$ cat src/shared/adc_port_pkg.sv
package adc_port_pkg;

  // ----------------------------------------------------------------
  // data word
  // ----------------------------------------------------------------
  localparam int DATA_WIDTH = 12;
  localparam int RESULT_BIT_MSB = 11;
  localparam int RESULT_BIT_LSB = 0;
  localparam int SAMPLE_WIDTH = 14;
  localparam logic [11:0] MIN_CODE = 12'h000;
  localparam logic [11:0] MID_CODE = 12'h800;
  localparam logic [11:0] MAX_CODE = 12'hFFF;

  // ----------------------------------------------------------------
  // pipeline timing
  // ----------------------------------------------------------------
  localparam int LATENCY_HALF_CYCLES = 13;
  localparam int PIPE_DEPTH = LATENCY_HALF_CYCLES / 2 + 1;
  localparam int BUFFER_DEPTH = 2;

  // ----------------------------------------------------------------
  // clock rates
  // ----------------------------------------------------------------
  localparam longint REF_CLK_HZ = 40000000;
  localparam longint MIN_SAMPLE_RATE_HZ = 10000;
  localparam longint MAX_SAMPLE_RATE_HZ = 25000000;
  localparam int STALL_CYCLES = int'(REF_CLK_HZ / MIN_SAMPLE_RATE_HZ);
  localparam logic [12:0] STALL_LIMIT = 13'(STALL_CYCLES);

endpackage

$ cat src/design/pipelined_adc_output_port.sv
module pipelined_adc_output_port (
  input wire logic ref_clk,
  input wire logic resetn,
  input wire logic convertClk,
  input wire logic [adc_port_pkg::SAMPLE_WIDTH-1:0] sampleIn,
  input wire logic outputFloat,
  input wire logic topBitInvert,
  input wire logic resultReady,
  output logic [adc_port_pkg::DATA_WIDTH-1:0] resultOut,
  output logic resultOe,
  output logic resultValid,
  output logic bufferReady,
  output logic wordDropped,
  output logic convertStalled
);

  // ----------------------------------------------------------------
  // state
  // ----------------------------------------------------------------
  typedef struct packed {
    logic [2:0] clkSync;
    logic [1:0] floatSync;
    logic [1:0] invertSync;
    logic [adc_port_pkg::PIPE_DEPTH-1:0][adc_port_pkg::DATA_WIDTH-1:0] pipe;
    logic oe;
    logic [adc_port_pkg::DATA_WIDTH-1:0] word;
    logic wordValid;
    logic [12:0] idleCount;
    logic stalled;
  } port_state_s;

  port_state_s s_q;
  port_state_s s_d;
  logic [1:0] rstPipe;
  logic rstN;
  logic fall;
  logic rise;
  logic signed [14:0] offsetSum;
  logic [adc_port_pkg::DATA_WIDTH-1:0] codeClamped;
  logic [adc_port_pkg::DATA_WIDTH-1:0] pushData;
  logic bufValid;
  logic [adc_port_pkg::DATA_WIDTH-1:0] bufData;
  logic take;

  // ----------------------------------------------------------------
  // reset release
  // ----------------------------------------------------------------
  // only the release is synchronised; assertion stays asynchronous so the bus goes quiet at once
  always_ff @(posedge ref_clk or negedge resetn) begin
    if (!resetn) begin
      rstPipe <= 2'h0;
    end else begin
      rstPipe <= {rstPipe[0], 1'b1};
    end
  end
  assign rstN = rstPipe[1];

  // ----------------------------------------------------------------
  // quantizer stand-in and edge detect
  // ----------------------------------------------------------------
  // only the second and third sync flops are looked at
  assign fall = s_q.clkSync[2] && !s_q.clkSync[1];
  assign rise = !s_q.clkSync[2] && s_q.clkSync[1];

  // offset binary: input zero lands on mid-scale
  assign offsetSum = $signed({sampleIn[adc_port_pkg::SAMPLE_WIDTH-1], sampleIn}) + 15'sh0800;

  always_comb begin
    if (offsetSum < 15'sh0000) begin
      codeClamped = adc_port_pkg::MIN_CODE;
    end else if (offsetSum > 15'sh0FFF) begin
      codeClamped = adc_port_pkg::MAX_CODE;
    end else begin
      codeClamped = offsetSum[11:0];
    end
  end

  // coding is picked as the word leaves the pipe so the bus never sees a half-changed word
  assign pushData = {s_q.pipe[adc_port_pkg::PIPE_DEPTH-1][adc_port_pkg::RESULT_BIT_MSB] ^ s_q.invertSync[1],
                     s_q.pipe[adc_port_pkg::PIPE_DEPTH-1][adc_port_pkg::RESULT_BIT_MSB-1:0]};

  // ----------------------------------------------------------------
  // next state
  // ----------------------------------------------------------------
  always_comb begin
    s_d = s_q;
    s_d.clkSync = {s_q.clkSync[1:0], convertClk};
    s_d.floatSync = {s_q.floatSync[0], outputFloat};
    s_d.invertSync = {s_q.invertSync[0], topBitInvert};
    if (fall) begin
      s_d.pipe = {s_q.pipe[adc_port_pkg::PIPE_DEPTH-2:0], codeClamped};
    end
    s_d.oe = !s_q.floatSync[1];
    if (take) begin
      s_d.word = bufData;
      s_d.wordValid = 1'b1;
    end else if (resultReady) begin
      s_d.wordValid = 1'b0;
    end
    // stall watch: no fall within the slowest legal period
    // the flag only warns; words already in the pipe still drain on later rises
    if (fall) begin
      s_d.idleCount = 13'h0000;
      s_d.stalled = 1'b0;
    end else if (s_q.idleCount >= adc_port_pkg::STALL_LIMIT) begin
      s_d.stalled = 1'b1;
    end else begin
      s_d.idleCount = 13'(s_q.idleCount + 1'b1);
    end
  end

  always_ff @(posedge ref_clk or negedge rstN) begin
    if (!rstN) begin
      s_q <= '0;
    end else begin
      s_q <= s_d;
    end
  end

  // ----------------------------------------------------------------
  // output buffer
  // ----------------------------------------------------------------
  // the convert clock cannot be held back, so a full buffer drops the word and says so
  word_buffer #(
    .WIDTH(adc_port_pkg::DATA_WIDTH),
    .DEPTH(adc_port_pkg::BUFFER_DEPTH)
  ) u_buffer (
    .clk(ref_clk),
    .rstN(rstN),
    .inValid(rise),
    .inReady(bufferReady),
    .inData(pushData),
    .outValid(bufValid),
    .outReady(take),
    .outData(bufData)
  );

  assign take = bufValid && (!s_q.wordValid || resultReady);
  assign wordDropped = rise && !bufferReady;
  assign resultOut = s_q.word;
  assign resultOe = s_q.oe;
  assign resultValid = s_q.wordValid;
  assign convertStalled = s_q.stalled;

  for (genvar g = 1; g < adc_port_pkg::PIPE_DEPTH; g++) begin : g_stage

  end
endmodule

$ cat src/design/word_buffer.sv
module word_buffer #(
  parameter int WIDTH = 12,
  parameter int DEPTH = 2
) (
  input wire logic clk,
  input wire logic rstN,
  input wire logic inValid,
  output logic inReady,
  input wire logic [WIDTH-1:0] inData,
  output logic outValid,
  input wire logic outReady,
  output logic [WIDTH-1:0] outData
);

  localparam int PW = (DEPTH > 1) ? $clog2(DEPTH) : 1;
  localparam int CW = $clog2(DEPTH + 1);

  typedef struct packed {
    logic [DEPTH-1:0][WIDTH-1:0] mem;
    logic [PW-1:0] wrPtr;
    logic [PW-1:0] rdPtr;
    logic [CW-1:0] count;
  } buf_state_s;

  buf_state_s s_q;
  buf_state_s s_d;
  logic push;
  logic pop;

  assign inReady = (s_q.count != CW'(DEPTH));
  assign outValid = (s_q.count != '0);
  assign outData = s_q.mem[s_q.rdPtr];
  assign push = inValid && inReady;
  assign pop = outValid && outReady;

  always_comb begin
    s_d = s_q;
    if (push) begin
      s_d.mem[s_q.wrPtr] = inData;
      s_d.wrPtr = (s_q.wrPtr == PW'(DEPTH - 1)) ? '0 : PW'(s_q.wrPtr + 1'b1);
    end
    if (pop) begin
      s_d.rdPtr = (s_q.rdPtr == PW'(DEPTH - 1)) ? '0 : PW'(s_q.rdPtr + 1'b1);
    end
    if (push && !pop) begin
      s_d.count = CW'(s_q.count + 1'b1);
    end else if (pop && !push) begin
      s_d.count = CW'(s_q.count - 1'b1);
    end
  end

  always_ff @(posedge clk or negedge rstN) begin
    if (!rstN) begin
      s_q <= '0;
    end else begin
      s_q <= s_d;
    end
  end

endmodule

$ cat config.mk
export PLATFORM = sky130hd
export DESIGN_NAME = pipelined_adc_output_port
export DESIGN_NICKNAME = d
export VERILOG_FILES = /design/src/shared/adc_port_pkg.sv /design/src/design/pipelined_adc_output_port.sv /design/src/design/word_buffer.sv
export SDC_FILE = /design/constraint.sdc
export NUM_CORES = 1
export LEC_CHECK = 0
export BUFFER_PORTS_ARGS = -buffer_cell sky130_fd_sc_hd__clkbuf_2
export CORE_MARGIN = 5
export CORE_UTILIZATION = 30
export DETAILED_ROUTE_END_ITERATION = 10
export PLACE_DENSITY = 0.45
export SYNTH_ARGS = -nofsm -noshare
export SYNTH_HDL_FRONTEND = slang
export SYNTH_HIERARCHICAL = 1
export SYNTH_SLANG_ARGS = --single-unit
$ cat constraint.sdc
create_clock -name ref_clk -period 9.45 [get_ports ref_clk]
set_input_delay 1.89 -clock ref_clk [delete_from_list [all_inputs] [get_ports ref_clk]]
set_output_delay 1.89 -clock ref_clk [all_outputs]
set_load 0.005 [all_outputs]
### Word level (Yosys, flattened, before mapping)

Index checks and enable logic that the tools add are counted.

| storage, ports and cells | value |
|---|---|
| output and inout bits | 17 |
| flip-flop bits (word level) | 149 |
| input port bits | 20 |

| cells by class | value |
|---|---|
| bitwise operators | 1 |
| multiplexer cells | 16 |
| eq/ne operators | 2 |
| reductions and logical operators | 21 |
| $lt $le $gt $ge | 6 |
| add/subtract/negate cells | 6 |

Operator list:

| operator | number |
|---|---|
| 2-to-1 mux 12 bit | 5 |
| bitwise mux 24 bit | 1 |
| adder 14 x 13 -> 15 bit (second input constant) | 1 |
| greater-than comparator 15 x 13 -> 1 bit (second input constant) | 1 |
| less-than comparator 15 x 1 -> 1 bit (second input constant) | 1 |
| 2-to-1 mux 14 bit | 1 |
| adder 13 x 1 -> 13 bit (second input constant) | 1 |
| greater-or-equal comparator 13 x 12 -> 1 bit (second input constant) | 1 |
| 2-to-1 mux 13 bit | 1 |
| demux 12 bit (select 1 bit) | 1 |
| logical AND 1 bit | 9 |
| nonzero test 2 bit | 4 |
| logical NOT 1 bit | 7 |
| 2-to-1 mux 1 bit | 5 |
| less-than comparator 1 x 2 -> 1 bit (second input constant) | 2 |
| 2-to-1 mux 2 bit | 2 |
| inequality test 2 bit (second input constant) | 2 |
| adder 1 bit (second input constant) | 2 |
| adder 2 x 1 -> 2 bit (second input constant) | 1 |
| subtractor 2 x 1 -> 2 bit (second input constant) | 1 |
| greater-or-equal comparator 1 bit (second input constant) | 1 |
| logical OR 1 bit | 1 |
| XOR 1 bit | 1 |

### Longest topological paths before layout

| depth | value |
|---|---|
| depth in word-level cells | 7 |
| gate-level depth with buffers | 9 |
| mapped depth without buffers | 8 |

### Hierarchy

Netlist, hierarchy kept.

By module, submodules not included:

| module | seq. area each (µm²) | cells an instance | area each (µm²) | times used |
|---|---|---|---|---|
| pipelined_adc_output_port | 3027.9 | 511 | 4938.5 | 1 |
| word_buffer | 700.7 | 80 | 1332.5 | 1 |

### Worst setup path before layout

No wires, ideal clock.

| path | value |
|---|---|
| kind | input -> register |
| start | input resultReady |
| end | register u_buffer/s_q[1] (netlist name) |
| arrival time | 2975 ps |
| path buffers | 1 |
| data required time | 9324 ps |
| path slack | 6349 ps |
| cell stages on the path | 9 |
| path through | nand2b_1 > nand2_1 > buf_2 > inv_1 > nand2_1 > ha_1 > xor2_1 > nor2_1 > xor2_1 |

| between the ends | value |
|---|---|
| longest elaborated chain between the ends | 6 |
| elaborated cells between the ends (all ways) | 8 |
| those cells by class | 1 x mux; 7 x reduce/logical |

RTL lines:

| element | line | RTL |
|---|---|---|
| start: declaration | pipelined_adc_output_port.sv:8 | `input wire logic resultReady,` |
| logical OR 1 bit (*) | pipelined_adc_output_port.sv:138 | `assign take = bufValid && (!s_q.wordValid \|\| resultReady);` |
| logical AND 1 bit (*) | pipelined_adc_output_port.sv:138 |  |
| logical AND 1 bit (*) | word_buffer.sv:34 | `assign pop = outValid && outReady;` |
| logical NOT 1 bit | word_buffer.sv:45 | `if (push && !pop) begin` |
| logical AND 1 bit | word_buffer.sv:45 |  |
| 2-to-1 mux 2 bit or nonzero test 2 bit (tied branches) | - |  |
| end signal: assignment | word_buffer.sv:54 | `s_q <= '0;` |
| end signal: assignment | word_buffer.sv:56 | `s_q <= s_d;` |
| end: declaration | word_buffer.sv:25 | `buf_state_s s_q;` |

Every way passes the cells marked *; elsewhere a longest branch is shown, timed or not.
A chain may end at the register's enable or synchronous reset.

### Worst setup path in the final report

| path | value |
|---|---|
| start | register s_q, in the netlist s_d[118] |
| end | output wordDropped |

| between the ends | value |
|---|---|
| longest elaborated chain between the ends | 2 |

RTL lines:

| element | line | RTL |
|---|---|---|
| start: declaration | pipelined_adc_output_port.sv:32 | `port_state_s s_q;` |
| start signal: assignment | pipelined_adc_output_port.sv:114 | `s_q <= '0;` |
| start signal: assignment | pipelined_adc_output_port.sv:116 | `s_q <= s_d;` |
| logical AND 1 bit | pipelined_adc_output_port.sv:63 | `assign rise = !s_q.clkSync[2] && s_q.clkSync[1];` |
| net rise | pipelined_adc_output_port.sv:37 | `logic rise;` |
| logical AND 1 bit | pipelined_adc_output_port.sv:139 | `assign wordDropped = rise && !bufferReady;` |
| end: declaration | pipelined_adc_output_port.sv:13 | `output logic wordDropped,` |

The timed path passes the listed nets, and every way through them passes these cells.

==> run metrics <==
outcome finished clean; Clock Power Share 33.3%; clk sinks between 100 and 150; Mapped Cells a little under 600; vias in the first global route 3998; global-route usage over all layers 9.92%; sequential share of power around half; max incr delay on CP between 0.4 and 0.5 ns; Mapped Nets 616; total die area 0.0239 mm2; H-tree Lvls 4; crit-path leading delay family simple AND/OR/NAND/NOR gates; Via density 4.34; WL/cell roughly 12 um; Seq/Total Area, Yosys 59.5%; Final period util roughly a third; GR Overflow Total 0; Port Buffers 36; largest net degree at the start of global routing 102; I/O pin count 37; Setup violations, final 0; post-CTS sizing 0; worst rel slew slack 31.0%; CP most frequent cell nor2b_1; Yosys warning count 6; CTS Buffer Depth 2; TritonCTS Buffers 17; Critical Path Fanout Max 4; DRT antenna net count 0; Worst Skew 0.0113 ns; HP Class reg -> reg; hold buffers post-CTS 0; Die X 155 um; Fin Hold WS 0.349 ns; Avg Cell Area, Syn around 11 um2; root buffer cell clkbuf_16; RSZ-0062 raised after global routing false; kind of critical path reg -> out; Post-CTS Repair Setup Buffers 0; Gate power share 18.2%; Worst Path Required 7.56 ns; Final min period 3.32 ns; starting DRC count in detailed routing 244; cell area after synthesis 0.00627 mm2; Antenna diodes 0; first-pass GRT wire length between 15000 and 20000 um; area added between synthesis and finish 13.4%; leakage between 3 and 4 nW; Die H between 150 and 200 um; Async SR Flop Fraction 100%; routability cong. roughly 0.82; core area 0.0204 mm2; Slew @ Worst Pin 1.04 ns; first drt pass iteration count 4; Netlist cell types 48; worst skew pair latency 0.42 ns; Hold Violations, Final 0; Initial Utilization 30.7%; DRC 0; Post-synth EDFFs 0; FF+latch count, synth 149; main flop type after synthesis dfrtp_1; Worst-path clk slew 0.06 ns; Switch Pwr approximately 490 uW; layout cell share with drive strength beyond 1 20.0%; Pwr Density 259 mW/mm2; Max Cap Violations 0; switch share 26.7%; # rows 52; CTS tree built; peak supply drop roughly 0.12 mV; crit end category primary output; HPWL after detailed placement roughly 6400 um; initial antenna violation count 0; CP Cell Sequence nor2b_1 > nor2b_1 > clkbuf_2; worst path buffer plus inverter count 1; Slowest cell on crit path dfrtp_1; P_int 1.35 mW; total routed wirelength approximately 11000 um; fin util 34.8%; critical path arrival 1.43 ns; Startpoint Class flip-flop; via count 3857; fin. max-slew vios 0; setup tns final 0 ns; Layout Nets 633; Final Power 1.84 mW; maximum clock rate 301 MHz
layout by cell type, fill, tap and decap left out, types with 2 or more instances in the layout:
cell and instances:
o21ai_0 13, buf_4 3, nand2_1 244, clkbuf_1 3, xor2_1 5, a2111oi_0 2
clkinvlp_4 2, nand2b_1 7, o21a_1 2, clkinv_2 4, mux2_2 28, inv_1 9
dfrtp_1 148, a311oi_1 2, nor2b_1 3, a211oi_1 2, ha_1 5, nor3_1 12
a21oi_1 6, mux2_4 20, nand4b_1 2, xnor2_1 2, and4_1 2, nand4_1 4
nor4_1 3, mux2i_1 6, clkbuf_2 36, clkbuf_16 17
cells in the mapped netlist, types with 2 or more instances:
cell type / instances / area [um2]
nand2_1: 244 / 916
dfrtp_1: 149 / 3730
mux2_2: 28 / 315
mux2_4: 20 / 300
buf_2: 13 / 65.1
o21ai_0: 13 / 65.1
buf_4: 12 / 90.1
nor3_1: 12 / 60.1
clkbuf_1: 10 / 37.5
inv_1: 9 / 33.8
nand2b_1: 8 / 50.1
a21oi_1: 6 / 30.0
mux2i_1: 6 / 60.1
ha_1: 5 / 62.6
xor2_1: 5 / 43.8
nand4_1: 4 / 25.0
nor2b_1: 4 / 25.0
buf_1: 3 / 11.3
nor4_1: 3 / 18.8
a2111oi_0: 2 / 17.5
a211oi_1: 2 / 15.0
a311oi_1: 2 / 17.5
and4_1: 2 / 17.5
buf_6: 2 / 22.5
nand4b_1: 2 / 17.5
o21a_1: 2 / 15.0
xnor2_1: 2 / 17.5
state kept, by name (all words and copies together) (netlist names):
register	cells
s_q	89
u_buffer/s_q	28
resultOut	12
pushData	11
s_d	4
rstPipe	2
convertStalled	1
resultOe	1
resultValid	1
cell families (layout without fill, tap and decap cells):
family	count (synthesis)	after routing	synth area share (%)
other	1	1	0.0598
xor gates and xnor gates	7	7	0.978
AOI/OAI and AO/OA	32	32	3.27
and+or+nand+nor	293	293	20.0
DFF	149	149	59.5
muxes	54	54	10.8
buffers and inverters	50	78	4.47
adders and majority gates	5	5	0.998
power groups by stage:
stage	clock network [mW]	logic, mW	registers [mW]
after floorplan	0	0.305	0.873
after global placement	0	0.333	0.900
after detailed placement	0	0.340	0.906
after CTS	0.639	0.344	0.895
after global routing	0.666	0.383	0.916
final	0.613	0.335	0.891
cell type report:
cell class              instances  area (um2)
inverters                       9        33.8
well taps                     270         338
repair buffers                 39         203
multi-input cells             392        2270
clock buffers                  21         450
fillers                      2104       13300
flip-flops and latches        149        3730
clock inverters                 9        82.6
routing by layer:
layer  track usage [%]  vias up  wire [um]
met4              4.54        0        226
met1              13.1     1841       5550
met5                 0        -          0
li1                  -     1948          -
met2              15.0       53       4580
met3              3.02       15        378
path summary, 6_finish.rpt:
kind	slack, ns	startpoint	depth (start not counted)	end
worst max register to register	7.44	rstPipe[1]	1	s_q[65]
worst min-delay path	0.35	rstPipe[0]	0	rstPipe[1]
worst max-delay path	6.13	s_d[118]	3	wordDropped
max in group asynchronous	7.44	rstPipe[1]	1	s_q[65]
worst min register to register	0.35	rstPipe[0]	0	rstPipe[1]
min in group asynchronous	0.51	rstPipe[1]	0	resultOut[9]
stage by stage:
stage	cell area, um2	setup slack (ns)	std cells
finish	7110	6.13	889
detailed placement	6580	6.06	859
global route	7110	5.98	889
global placement	6580	6.11	859
CTS	7110	6.06	889
floorplan	6270	4.99	591
(Power assumes the default switching activity.)
